===== src/logic/fpd_map.svh =====
// register map and timing figures
`ifndef FPD_MAP_SVH
`define FPD_MAP_SVH

`define FPD_ADDR_W 8
`define FPD_ADDR_CTRL 8'h00
`define FPD_ADDR_SETPOINT 8'h04
`define FPD_ADDR_ASSIGN 8'h08
`define FPD_ADDR_MONSEL 8'h0C
`define FPD_ADDR_SETUP 8'h10
`define FPD_ADDR_STATUS 8'h14

`define FPD_CTRL_RUN 0
`define FPD_CTRL_MANUAL 1
`define FPD_CTRL_COMMS 2
`define FPD_CTRL_REMOTE 3
`define FPD_CTRL_PROTECT 4
`define FPD_CTRL_UNIT_F 5
`define FPD_CTRL_BAR_HEATER 6
`define FPD_CTRL_THIRD 10:8
`define FPD_CTRL_RST 11'h000

`define FPD_ASSIGN_AUX 15:0
`define FPD_ASSIGN_OUT 23:16
`define FPD_AUX_ASSIGN_RST 16'h4321
`define FPD_AUX_ASSIGN_HB_RST 16'h4328
`define FPD_OUT_ASSIGN_RST 8'h00
`define FPD_CODE_W 4

`define FPD_MON_ENABLE 0
`define FPD_MON_ITEM 15:8
`define FPD_MON_RST 16'h0000

`define FPD_SETUP_INTYPE 3:0
`define FPD_SETUP_CMODE 5:4
`define FPD_SETUP_ALTYPE 11:8
`define FPD_SETUP_AL1_EN 12
`define FPD_SETUP_AL1_VIS 13

`define FPD_STAT_LAMPTEST 0
`define FPD_STAT_RUNNING 1
`define FPD_STAT_FLASH 2
`define FPD_STAT_AUX 11:8
`define FPD_STAT_OUT 13:12

`define FPD_DEF_INPUT_TYPE 4'h5
`define FPD_DEF_CTRL_MODE 2'h0
`define FPD_DEF_ALARM_TYPE 4'h2
`define FPD_DEF_SETPOINT 16'h0000

`define FPD_FUNC_ALARM1 4'h1

`define FPD_REF_CLK_KHZ 100000
`define FPD_LAMP_TEST_MS 1000
`define FPD_FLASH_HALF_MS 250
`define FPD_STRAP_SETTLE 2'h2

`endif


===== src/logic/fpd_pkg.sv =====
// types shared by the front panel display logic
package fpd_pkg;
    typedef enum logic [2:0] {
        THIRD_MV,
        THIRD_SOAK,
        THIRD_BANK,
        THIRD_RAMP_SP,
        THIRD_ALARM1
    } fpd_third_sel_type;

    typedef enum logic {
        PH_LAMP_TEST,
        PH_OPERATE
    } fpd_phase_type;
endpackage


===== src/logic/fpd_timing_if.sv =====
// lamp test and flash timing carried from the timer to the panel
`timescale 1ns/100ps
interface fpd_timing_if;
    logic lampTest;
    logic flashPhase;
    modport source (output lampTest, output flashPhase);
    modport sink (input lampTest, input flashPhase);
endinterface


===== src/logic/fpd_panel_timer.sv =====
// power-up lamp test timer and shared flash divider
`timescale 1ns/100ps
`include "fpd_map.svh"
module fpd_panel_timer #(
    parameter int LAMP_TEST_CYCLES = 1,
    parameter int FLASH_HALF_CYCLES = 1
) (
    input wire logic ref_clk,
    input wire logic rst,
    fpd_timing_if.source tim
);
    localparam int LT_W = $clog2(LAMP_TEST_CYCLES + 1);
    localparam int FL_W = $clog2(FLASH_HALF_CYCLES + 1);
    localparam logic [LT_W-1:0] LT_LAST = LT_W'(LAMP_TEST_CYCLES - 1);
    localparam logic [FL_W-1:0] FL_LAST = FL_W'(FLASH_HALF_CYCLES - 1);

    logic [LT_W-1:0] lampCnt;
    logic [FL_W-1:0] flashCnt;
    logic lampTest;
    logic flashPhase;

    wire lampDone = (lampCnt == LT_LAST);
    wire flashWrap = (flashCnt == FL_LAST);

    always_ff @(posedge ref_clk or posedge rst) begin
        if (rst) begin
            lampCnt <= '0;
            lampTest <= 1'b1;
        end else if (lampTest) begin
            lampCnt <= lampCnt + LT_W'(1);
            lampTest <= !lampDone;
        end
    end

    // one shared divider keeps lamps in phase
    always_ff @(posedge ref_clk or posedge rst) begin
        if (rst) begin
            flashCnt <= '0;
            flashPhase <= 1'b0;
        end else begin
            flashCnt <= flashWrap ? '0 : flashCnt + FL_W'(1);
            flashPhase <= flashPhase ^ flashWrap;
        end
    end

    assign tim.lampTest = lampTest;
    assign tim.flashPhase = flashPhase;
endmodule


===== src/logic/fpd_panel_top.sv =====
// front panel lamps, displays and operating defaults of the controller
`timescale 1ns/100ps
`include "fpd_map.svh"
//
// Contract
// - control runs at power-up unless the stop strap is set
// - defaults: input type 5, PID, upper-limit alarm, set point 0
// - heater detection: aux 1 heater alarm, alarm 1 off
// - all lamps and displays lit about 1 s after power-up
// - operate: process value upper, set point lower
// - upper shows process value or monitor item
// - lower shows set point or item value
// - third display shows one of five selected values
// - unit lamp shows C or F
// - aux lamp lit while its function is on
// - control lamp follows function; linear below 0% dark
// - comms write lamp while comms writing enabled
// - manual lamp in manual mode
// - stop lamp while stopped
// - tuning lamp during any tuning or filter adjust
// - remote lamp steady in remote set point mode
// - remote lamp flashes on remote input error
// - adaptive lamp flashes or lit during adaptive control
// - protect lamp while protection on
// - bar shows manipulated value or heater current
module fpd_panel_top #(
    parameter int DISP_W = 16,
    parameter int FUNC_N = 16,
    parameter int AUX_N = 4,
    parameter int CTRL_N = 2,
    parameter int LAMP_TEST_CYCLES =
        `FPD_LAMP_TEST_MS * `FPD_REF_CLK_KHZ,
    parameter int FLASH_HALF_CYCLES =
        `FPD_FLASH_HALF_MS * `FPD_REF_CLK_KHZ,
    parameter bit HEATER_DETECT_FITTED = 1'b0
) (
    input wire logic ref_clk,
    input wire logic rst,
    input wire logic [`FPD_ADDR_W-1:0] regAddr,
    input wire logic [31:0] regWriteData,
    input wire logic regWrite,
    input wire logic regRead,
    output logic [31:0] regReadData,
    input wire logic powerOnStopPin,
    input wire logic [FUNC_N-1:0] functionActive,
    input wire logic [CTRL_N-1:0] controlLinear,
    input wire logic [CTRL_N*DISP_W-1:0] controlOutLevel,
    input wire logic autotuning,
    input wire logic disturbanceAutotuning,
    input wire logic filterAdjusting,
    input wire logic rspInputError,
    input wire logic adaptiveActive,
    input wire logic adaptiveSettled,
    input wire logic [DISP_W-1:0] processValue,
    input wire logic [DISP_W-1:0] itemValue,
    input wire logic [DISP_W-1:0] manipulatedValue,
    input wire logic [DISP_W-1:0] soakRemaining,
    input wire logic [DISP_W-1:0] bankNumber,
    input wire logic [DISP_W-1:0] rampSetPoint,
    input wire logic [DISP_W-1:0] alarmValue1,
    input wire logic [DISP_W-1:0] heaterCurrent,
    output logic [DISP_W-1:0] upperDisplay,
    output logic [DISP_W-1:0] lowerDisplay,
    output logic [DISP_W-1:0] thirdDisplay,
    output logic [DISP_W-1:0] barDisplay,
    output logic unitCelsiusLamp,
    output logic unitFahrenheitLamp,
    output logic [AUX_N-1:0] auxOutputLamp,
    output logic [CTRL_N-1:0] controlOutputLamp,
    output logic commsWriteLamp,
    output logic manualModeLamp,
    output logic stopLamp,
    output logic tuningLamp,
    output logic remoteSetpointLamp,
    output logic adaptiveLamp,
    output logic protectLamp,
    output logic controlRun
);
    localparam int CW = `FPD_CODE_W;
    localparam logic [15:0] AUX_RST = HEATER_DETECT_FITTED ?
        `FPD_AUX_ASSIGN_HB_RST : `FPD_AUX_ASSIGN_RST;

    // function picked by a code is on
    function automatic logic fnOn(input logic [FUNC_N-1:0] act,
                                  input logic [CW-1:0] code);
        fnOn = (int'(code) < FUNC_N) ? act[code] : 1'b0;
    endfunction

    fpd_timing_if tim ();

    fpd_panel_timer #(
        .LAMP_TEST_CYCLES(LAMP_TEST_CYCLES),
        .FLASH_HALF_CYCLES(FLASH_HALF_CYCLES)
    ) u_timer (
        .ref_clk(ref_clk),
        .rst(rst),
        .tim(tim)
    );

    // bus
    wire wrCtrl = regWrite && (regAddr == `FPD_ADDR_CTRL);
    wire wrSetPoint = regWrite && (regAddr == `FPD_ADDR_SETPOINT);
    wire wrAssign = regWrite && (regAddr == `FPD_ADDR_ASSIGN);
    wire wrMonSel = regWrite && (regAddr == `FPD_ADDR_MONSEL);

    logic [10:0] ctrl;
    logic [DISP_W-1:0] setPoint;
    logic [15:0] auxAssign;
    logic [7:0] outAssign;
    logic [15:0] monSel;

    always_ff @(posedge ref_clk or posedge rst) begin
        if (rst) begin
            ctrl <= `FPD_CTRL_RST;
            setPoint <= DISP_W'(`FPD_DEF_SETPOINT);
            monSel <= `FPD_MON_RST;
        end else begin
            if (wrCtrl)
                ctrl <= regWriteData[10:0];
            if (wrSetPoint)
                setPoint <= regWriteData[DISP_W-1:0];
            if (wrMonSel)
                monSel <= regWriteData[15:0];
        end
    end

    always_ff @(posedge ref_clk or posedge rst) begin
        if (rst) begin
            auxAssign <= AUX_RST;
            outAssign <= `FPD_OUT_ASSIGN_RST;
        end else if (wrAssign) begin
            auxAssign <= regWriteData[`FPD_ASSIGN_AUX];
            outAssign <= regWriteData[`FPD_ASSIGN_OUT];
        end
    end

    wire manualMode = ctrl[`FPD_CTRL_MANUAL];
    wire commsWrite = ctrl[`FPD_CTRL_COMMS];
    wire remoteSp = ctrl[`FPD_CTRL_REMOTE];
    wire protectOn = ctrl[`FPD_CTRL_PROTECT];
    wire unitF = ctrl[`FPD_CTRL_UNIT_F];
    wire barHeater = ctrl[`FPD_CTRL_BAR_HEATER];
    wire monEnable = monSel[`FPD_MON_ENABLE];
    wire [7:0] monItem = monSel[`FPD_MON_ITEM];
    fpd_pkg::fpd_third_sel_type thirdSel;
    assign thirdSel = fpd_pkg::fpd_third_sel_type'(ctrl[`FPD_CTRL_THIRD]);

    // run strap
    // pin: two stages, taken after release
    logic strapMeta;
    logic strapSync;
    logic [1:0] settleCnt;
    logic strapDone;
    logic running;

    always_ff @(posedge ref_clk or posedge rst) begin
        if (rst) begin
            strapMeta <= 1'b0;
            strapSync <= 1'b0;
        end else begin
            strapMeta <= powerOnStopPin;
            strapSync <= strapMeta;
        end
    end

    wire strapTake = !strapDone && (settleCnt == `FPD_STRAP_SETTLE);

    always_ff @(posedge ref_clk or posedge rst) begin
        if (rst) begin
            settleCnt <= '0;
            strapDone <= 1'b0;
        end else if (!strapDone) begin
            settleCnt <= settleCnt + 2'h1;
            strapDone <= strapTake;
        end
    end

    // strap beats a same-cycle write
    always_ff @(posedge ref_clk or posedge rst) begin
        if (rst)
            running <= 1'b0;
        else if (strapTake)
            running <= !strapSync;
        else if (wrCtrl && strapDone)
            running <= regWriteData[`FPD_CTRL_RUN];
    end

    // alarm 1
    logic [AUX_N-1:0] alarm1Hit;
    logic [AUX_N-1:0] auxRaw;
    logic [CTRL_N-1:0] outRaw;

    genvar gi;
    generate
        for (gi = 0; gi < AUX_N; gi++) begin : g_aux
            wire [CW-1:0] code = auxAssign[gi*CW +: CW];
            assign alarm1Hit[gi] = (code == `FPD_FUNC_ALARM1);
            assign auxRaw[gi] = fnOn(functionActive, code);
        end
        for (gi = 0; gi < CTRL_N; gi++) begin : g_out
            wire [CW-1:0] code = outAssign[gi*CW +: CW];
            wire belowZero = controlOutLevel[gi*DISP_W + DISP_W - 1];
            // linear below 0% stays dark
            assign outRaw[gi] = fnOn(functionActive, code) &&
                !(controlLinear[gi] && belowZero);
        end
    endgenerate

    wire alarm1Enabled = |alarm1Hit;

    // lamp test, then operate
    fpd_pkg::fpd_phase_type phase;
    fpd_pkg::fpd_phase_type next_phase;

    always_comb begin
        next_phase = phase;
        unique case (phase)
            fpd_pkg::PH_LAMP_TEST: begin
                if (!tim.lampTest)
                    next_phase = fpd_pkg::PH_OPERATE;
            end
            fpd_pkg::PH_OPERATE: begin
                next_phase = fpd_pkg::PH_OPERATE;
            end
        endcase
    end

    always_ff @(posedge ref_clk or posedge rst) begin
        if (rst)
            phase <= fpd_pkg::PH_LAMP_TEST;
        else
            phase <= next_phase;
    end

    wire testOn = (phase == fpd_pkg::PH_LAMP_TEST);
    wire flash = tim.flashPhase;

    // displays
    logic [DISP_W-1:0] thirdRaw;

    always_comb begin
        unique case (thirdSel)
            fpd_pkg::THIRD_MV: thirdRaw = manipulatedValue;
            fpd_pkg::THIRD_SOAK: thirdRaw = soakRemaining;
            fpd_pkg::THIRD_BANK: thirdRaw = bankNumber;
            fpd_pkg::THIRD_RAMP_SP: thirdRaw = rampSetPoint;
            fpd_pkg::THIRD_ALARM1: thirdRaw = alarmValue1;
            default: thirdRaw = manipulatedValue;
        endcase
    end

    wire [DISP_W-1:0] upperRaw =
        monEnable ? DISP_W'(monItem) : processValue;
    wire [DISP_W-1:0] lowerRaw =
        monEnable ? itemValue : setPoint;
    wire [DISP_W-1:0] barRaw =
        barHeater ? heaterCurrent : manipulatedValue;

    wire [DISP_W-1:0] next_upper = testOn ? '1 : upperRaw;
    wire [DISP_W-1:0] next_lower = testOn ? '1 : lowerRaw;
    wire [DISP_W-1:0] next_third = testOn ? '1 : thirdRaw;
    wire [DISP_W-1:0] next_bar = testOn ? '1 : barRaw;

    always_ff @(posedge ref_clk or posedge rst) begin
        if (rst) begin
            upperDisplay <= '0;
            lowerDisplay <= '0;
            thirdDisplay <= '0;
            barDisplay <= '0;
        end else begin
            upperDisplay <= next_upper;
            lowerDisplay <= next_lower;
            thirdDisplay <= next_third;
            barDisplay <= next_bar;
        end
    end

    // lamps
    wire tuneRaw = autotuning || disturbanceAutotuning ||
        filterAdjusting;
    // blinks on a remote input error
    wire rspRaw = remoteSp && (!rspInputError || flash);
    // steady once settled, else blinks
    wire adaptRaw = adaptiveActive &&
        (adaptiveSettled || flash);

    wire [AUX_N-1:0] next_aux = testOn ? '1 : auxRaw;
    wire [CTRL_N-1:0] next_out = testOn ? '1 : outRaw;
    wire next_celsius = testOn || !unitF;
    wire next_fahrenheit = testOn || unitF;
    wire next_comms = testOn || commsWrite;
    wire next_manual = testOn || manualMode;
    wire next_stop = testOn || !running;
    wire next_tune = testOn || tuneRaw;
    wire next_rsp = testOn || rspRaw;
    wire next_adapt = testOn || adaptRaw;
    wire next_protect = testOn || protectOn;

    always_ff @(posedge ref_clk or posedge rst) begin
        if (rst) begin
            auxOutputLamp <= '0;
            controlOutputLamp <= '0;
            unitCelsiusLamp <= 1'b0;
            unitFahrenheitLamp <= 1'b0;
        end else begin
            auxOutputLamp <= next_aux;
            controlOutputLamp <= next_out;
            unitCelsiusLamp <= next_celsius;
            unitFahrenheitLamp <= next_fahrenheit;
        end
    end

    always_ff @(posedge ref_clk or posedge rst) begin
        if (rst) begin
            commsWriteLamp <= 1'b0;
            manualModeLamp <= 1'b0;
            stopLamp <= 1'b0;
            tuningLamp <= 1'b0;
            remoteSetpointLamp <= 1'b0;
            adaptiveLamp <= 1'b0;
            protectLamp <= 1'b0;
        end else begin
            commsWriteLamp <= next_comms;
            manualModeLamp <= next_manual;
            stopLamp <= next_stop;
            tuningLamp <= next_tune;
            remoteSetpointLamp <= next_rsp;
            adaptiveLamp <= next_adapt;
            protectLamp <= next_protect;
        end
    end

    // control runs during lamp test
    assign controlRun = running;

    // read path
    logic [31:0] setupWord;
    logic [31:0] statusWord;
    logic [31:0] next_read;

    always_comb begin
        setupWord = '0;
        setupWord[`FPD_SETUP_INTYPE] = `FPD_DEF_INPUT_TYPE;
        setupWord[`FPD_SETUP_CMODE] = `FPD_DEF_CTRL_MODE;
        setupWord[`FPD_SETUP_ALTYPE] = `FPD_DEF_ALARM_TYPE;
        setupWord[`FPD_SETUP_AL1_EN] = alarm1Enabled;
        // type hidden until an aux output carries alarm 1
        setupWord[`FPD_SETUP_AL1_VIS] = alarm1Enabled;
    end

    always_comb begin
        statusWord = '0;
        statusWord[`FPD_STAT_LAMPTEST] = testOn;
        statusWord[`FPD_STAT_RUNNING] = running;
        statusWord[`FPD_STAT_FLASH] = flash;
        statusWord[`FPD_STAT_AUX] = auxRaw;
        statusWord[`FPD_STAT_OUT] = outRaw;
    end

    always_comb begin
        next_read = '0;
        if (regRead) begin
            unique case (regAddr)
                `FPD_ADDR_CTRL: begin
                    next_read = 32'(ctrl);
                    next_read[`FPD_CTRL_RUN] = running;
                end
                `FPD_ADDR_SETPOINT: next_read = 32'(setPoint);
                `FPD_ADDR_ASSIGN: next_read = {8'h00, outAssign, auxAssign};
                `FPD_ADDR_MONSEL: next_read = 32'(monSel);
                `FPD_ADDR_SETUP: next_read = setupWord;
                `FPD_ADDR_STATUS: next_read = statusWord;
                default: next_read = '0;
            endcase
        end
    end

    always_ff @(posedge ref_clk or posedge rst) begin
        if (rst)
            regReadData <= '0;
        else
            regReadData <= next_read;
    end
endmodule


===== config.mk =====
export PLATFORM = sky130hd
export DESIGN_NAME = fpd_panel_top
export DESIGN_NICKNAME = d
export VERILOG_FILES = /design/src/logic/fpd_pkg.sv /design/src/logic/fpd_timing_if.sv /design/src/logic/fpd_panel_timer.sv /design/src/logic/fpd_panel_top.sv
export VERILOG_INCLUDE_DIRS = /design/src /design/src/logic
export SDC_FILE = /design/constraint.sdc
export NUM_CORES = 1
export LEC_CHECK = 0
export BUFFER_PORTS_ARGS = -buffer_cell sky130_fd_sc_hd__buf_2
export CAP_MARGIN = 15
export CORE_MARGIN = 3
export CORE_UTILIZATION = 50
export CTS_BUF_LIST = sky130_fd_sc_hd__clkbuf_8 sky130_fd_sc_hd__clkbuf_16
export CTS_CLUSTER_DIAMETER = 50
export DETAILED_ROUTE_END_ITERATION = 6
export PLACE_DENSITY_LB_ADDON = 0.05
export SLEW_MARGIN = 20
export SYNTH_ARGS = -nofsm -noshare
export SYNTH_HDL_FRONTEND = slang
export SYNTH_SLANG_ARGS = --single-unit

===== constraint.sdc =====
create_clock -name ref_clk -period 9 [get_ports ref_clk]
set_input_delay 0.9 -clock ref_clk [delete_from_list [all_inputs] [get_ports ref_clk]]
set_output_delay 0.9 -clock ref_clk [all_outputs]
set_load 0.02 [all_outputs]

After elaboration in Yosys (flattened, before gate mapping)
Cells that the tools add are included.
{ "totals": {"register_bits": 239, "romBits": 0, "inputBits": 229, "out_inout_bits": 112, "memories": 0, "mem_bits_rw": 0, "latch_bits": 0} }
{ "op_classes": {"addsub": 3, "multipliers": 0, "shifts": 0, "n_eq_ne": 16, "n_bitwise": 2, "muxes": 31, "div_mod_pow": 0, "order_cmp": 6, "n_reduce_logical": 36} }
{ "op_table": {"columns": ["cell", "n"], "rows": [
  ["$pmux W24 S6", 1],
  ["$mux W16", 7],
  ["$pmux W16 S4", 1],
  ["$lt A4 B5 Y1 const B", 6],
  ["$add A27 B1 Y27 const B", 1],
  ["$eq A27 B27 Y1 const B", 1],
  ["$add A25 B1 Y25 const B", 1],
  ["$eq A25 B25 Y1 const B", 1],
  ["$mux W25", 1],
  ["$bmux W1 S4", 6],
  ["$mux W24", 1],
  ["$eq A4 B1 Y1 const B", 4],
  ["$eq A8 B4 Y1 const B", 2],
  ["$eq A8 B5 Y1 const B", 2],
  ["$logic_or A1 B1 Y1", 13],
  ["$logic_and A1 B1 Y1", 12],
  ["$mux W1", 11],
  ["$eq A8 B3 Y1 const B", 1],
  ["$logic_not A1 Y1", 8],
  ["$logic_not A8 Y1", 1],
  ["$eq A3 B2 Y1 const B", 2],
  ["$mux W4", 1],
  ["$reduce_or A4 Y1", 1],
  ["$eq A3 B1 Y1 const B", 1],
  ["other kinds (8)", 8]
]} }

Logic depth before layout (Yosys ltp)
{ "depth": {"word_depth": 5, "depth_mapped": 7} }

Modules after synthesis
Synthesis repeated with hierarchy kept, for this count alone.
{ "unflattened": {"cells_unflattened": 873, "area_unflattened_um2": 10885.4} }
{ "by_module_without_submodules": {"columns": ["module", "area_each_um2", "instances", "seq_area_each_um2", "cells_each"], "rows": [
  ["fpd_panel_top", 8356.8, 1, 4410.5, 644],
  ["fpd_panel_timer", 2528.7, 1, 1352.5, 229]
]} }

Worst setup path before layout
Ideal clock, no wire load.
{ "synth_timing": {"kind": "input to register", "from": "in regAddr[1]", "to": "reg setPoint[0]", "t_required_ns": 8.875, "setup_time_ns": 0.125, "path_buffers": 1, "arrival_ns": 2.518, "path_slack_ns": 6.357, "path_stages": 5, "cell_sequence": "or4_4 -> nor4b_4 -> nand3b_2 -> buf_2 -> mux2_2"} }
{ "synth_via": {"elab_chain_len": 2} }
{ "synth_rtl": {"columns": ["item", "line_no", "rtl"], "rows": [
  ["start, declared", "fpd_panel_top.sv:39", "input wire logic [`FPD_ADDR_W-1:0] regAddr,"],
  ["$eq A8 B3 Y1", null, null],
  ["$logic_and A1 B1 Y1", "fpd_panel_top.sv:102", "wire wrSetPoint = regWrite && (regAddr == `FPD_ADDR_SETPOINT);"],
  ["end signal, assigned", "fpd_panel_top.sv:115", "setPoint <= DISP_W'(`FPD_DEF_SETPOINT);"],
  ["end signal, assigned", "fpd_panel_top.sv:121", "setPoint <= regWriteData[DISP_W-1:0];"],
  ["end, declared", "fpd_panel_top.sv:107", "logic [DISP_W-1:0] setPoint;"]
]} }
No other way between the ends.
A chain may end at the register's enable or synchronous reset.

Final worst setup path
{ "layout_timing": {"from": "in regAddr[1]", "to": "reg auxAssign[6]"} }
{ "layout_via": {"elab_chain_len": 2} }
{ "layout_rtl": {"columns": ["item", "line_no", "rtl"], "rows": [
  ["$eq A8 B4 Y1", null, null],
  ["$logic_and A1 B1 Y1", "fpd_panel_top.sv:103", "wire wrAssign = regWrite && (regAddr == `FPD_ADDR_ASSIGN);"],
  ["end signal, assigned", "fpd_panel_top.sv:132", "auxAssign <= regWriteData[`FPD_ASSIGN_AUX];"],
  ["end, declared", "fpd_panel_top.sv:108", "logic [15:0] auxAssign;"]
]} }
No other way between the ends.

==> impl_metrics.env <==
export IMPL_status="finished, final reports clean"
export IMPL_synth_edff_count=0
export IMPL_fin_crit_ns=2.694
export IMPL_grt_pass1_wl_microns=46420
export IMPL_cts_setup_buffers=0
export IMPL_synth_common_cells="224 x dfrtp_1, 92 x mux2_2, 90 x nand2_1"
export IMPL_p_leak_nw=6.626
export IMPL_yosysTopAreaCellShare=0.5212
export IMPL_htreeDepth=1
export IMPL_cts_buffer_depth=3
export IMPL_rsz0062_at_grt="no"
export IMPL_ys_ff_latch=230
export IMPL_critPathSlowestCell="or4_4"
export IMPL_skew_ns=0.01388
export IMPL_regArea_sq_mm=0.005766
export IMPL_relSlewSlack=0.2851
export IMPL_grt_overflow=0
export IMPL_ys_top_cells_by_area="dfrtp_1 52%, mux2_2 9.6%, mux2i_1 6.0%"
export IMPL_routedWlPerCell_microns=20.12
export IMPL_end_kind="flip-flop"
export IMPL_irDropWorstVdd_mv=0.1517
export IMPL_core_sq_mm=0.02109
export IMPL_dieWidth_microns=152.7
export IMPL_synth_async_sr_flop_share=1.000
export IMPL_setup_viol=0
export IMPL_crit_arrival_ns=3.10
export IMPL_synth_most_common_cell="dfrtp_1"
export IMPL_max_freq_mhz=371.2
export IMPL_cap_viol_max_count=0
export IMPL_worstPathRequired_ns=9.40
export IMPL_drcViolationCount=0
export IMPL_drive_gt1_frac=0.4057
export IMPL_hold_ws_ns=0.3530
export IMPL_r2r_slack_ns=6.68
export IMPL_grt_max_degree=146
export IMPL_worst_pin_slew_ns=1.072
export IMPL_path_max_fanout=13
export IMPL_grt_pass1_vias=8206
export IMPL_syn_area_per_cell_sq_um=12.07
export IMPL_drt_iter0_drc=515
export IMPL_yosysTopAreaCell="dfrtp_1"
export IMPL_synthesis_instances=891
export IMPL_ant_nets=0
export IMPL_routabilityCongestion=0.8841
export IMPL_cp_slowest_stage_delay_ns=0.57
export IMPL_drt_first_pass_iters=5
export IMPL_hpwl_microns=21100
export IMPL_start_util=0.5100
export IMPL_root_buffer="clkbuf_16"
export IMPL_die_y_microns=152.7
export IMPL_crit_chain="buf_2, or4_4, nor4b_4, nand2_1, buf_4, mux2_2"
export IMPL_cts_resized=0
export IMPL_period_share=0.2993
export IMPL_setup_tns_ns=0
export IMPL_min_path_type="reg2reg"
export IMPL_synth_distinct_cells=57
export IMPL_cts_sinks=230
export IMPL_netlist_area_sq_mm=0.01076
export IMPL_io_pins=341
export IMPL_multi_input_area_sq_mm=0.004691
export IMPL_critical_path_class="in2reg"
export IMPL_numPortBuffers=294
export IMPL_area_growth_pct=24.51
export IMPL_via_per_inst=5.581
export IMPL_vias=8193
export IMPL_final_max_slew_viol_count=0
export IMPL_ys_flop_type="dfrtp_1"
export IMPL_grt_antenna_before_repair=1
export IMPL_power_mw=2.550
export IMPL_clk_latency_ns=0.53
export IMPL_yosysWarnings=0
export IMPL_nNetsFinal=1403
export IMPL_grt_usage=0.2483
export IMPL_final_fill_count=1726
export IMPL_start_kind="input pin"
export IMPL_power_density_mw_per_mm2=190.4
export IMPL_final_hold_viol_count=0
export IMPL_wirelength_microns=29530
export IMPL_cts_tree="yes"
export IMPL_cts_clk_slew_worst_paths_ns=0.06
export IMPL_fp_dieArea_sq_mm=0.02331
export IMPL_ys_seq_area_frac=0.5358
export IMPL_cts_buffers=28
export IMPL_rows=53
export IMPL_holdBufCountCts=0
export IMPL_diodes=0
## path summary, 6_finish.rpt
kind,startpoint,endpoint,cells past startpoint
worst max-delay path,regAddr[1],auxAssign[6],6
worst min-delay path,strapMeta,strapSync,0
worst max register to register,u_timer.flashCnt[2],u_timer.flashCnt[24],5
worst min register to register,strapMeta,strapSync,0
max in group asynchronous,rst,phase,3
min in group asynchronous,rst,thirdDisplay[4],2
## cells by family (layout without fill, tap and decap cells)
logic type               count (synthesis)  in the layout  share of synthesized area
AND/OR/NAND/NOR                        247            247                     0.1178
flip-flops                             230            230                     0.5358
multiplexers                           180            180                     0.2050
AO/OA/AOI/OAI                          101            101                    0.06573
buffers and inverters                   79            374                    0.03106
XOR/XNOR                                50             50                    0.04072
adder cells (fa/ha/maj)                  3              3                   0.003490
other                                    1              8                  0.0003487
## stage by stage
step | area (sq um) | util | instances | setup WS [ns]
global placement | 12400 | 0.5881 | 1416 | 5.787
detailed placement | 12400 | 0.5881 | 1416 | 5.762
floorplan | 10780 | - | 898 | 1.805
global route | 13390 | 0.6350 | 1468 | 6.138
finish | 13390 | 0.6350 | 1468 | 6.306
CTS | 13380 | 0.6346 | 1468 | 6.326
## final cells by class
class | count | share of cell area
clock buffers | 33 | 0.05830
clock inverters | 19 | 0.01495
inverters | 22 | 0.006727
multi-input cells | 589 | 0.3503
flip-flops and latches | 230 | 0.4305
well taps | 275 | 0.02569
repair buffers | 300 | 0.1135
## metal layers
metal,wire (microns),GRT usage
met1,12010,0.3369
met2,14700,0.4179
met3,2169,0.05055
met4,632,0.05473
met5,18,0
## registers in the layout (all words and copies together) (netlist names), 2 cells and up
| name | cells |
|---|---|
| auxAssign | 16 |
| auxOutputLamp | 4 |
| barDisplay | 16 |
| controlOutputLamp | 2 |
| ctrl | 10 |
| lowerDisplay | 16 |
| monSel | 16 |
| outAssign | 8 |
| regReadData | 24 |
| setPoint | 16 |
| settleCnt | 2 |
| thirdDisplay | 16 |
| u_timer.flashCnt | 25 |
| u_timer.lampCnt | 27 |
| upperDisplay | 16 |
## critical path, delay by kind of cell
family / cells / cell delay, ns
AND/OR/NAND/NOR: 3 / 1.42
buffers and inverters: 2 / 0.48
multiplexers: 1 / 0.29
## where the power goes
part	internal [mW]	switching (mW)	total (mW)
clock	0.731	0.432	1.16
combinational	0.120	0.151	0.271
sequential	1.08	0.0371	1.12
## cells in the final DEF, fill, tap and decap left out, types with 13 or more instances in the layout
cell,instances
nand4_1,13
clkbuf_16,29
a22oi_1,41
o21ai_0,18
mux4_2,23
mux2_2,92
buf_2,294
mux2i_1,65
xor2_1,19
nand3_1,29
inv_1,27
nand2_1,90
dfrtp_1,222
nor2_1,38
o211ai_1,16
xnor2_1,31
No activity file was read; power rests on OpenSTA's default activity.
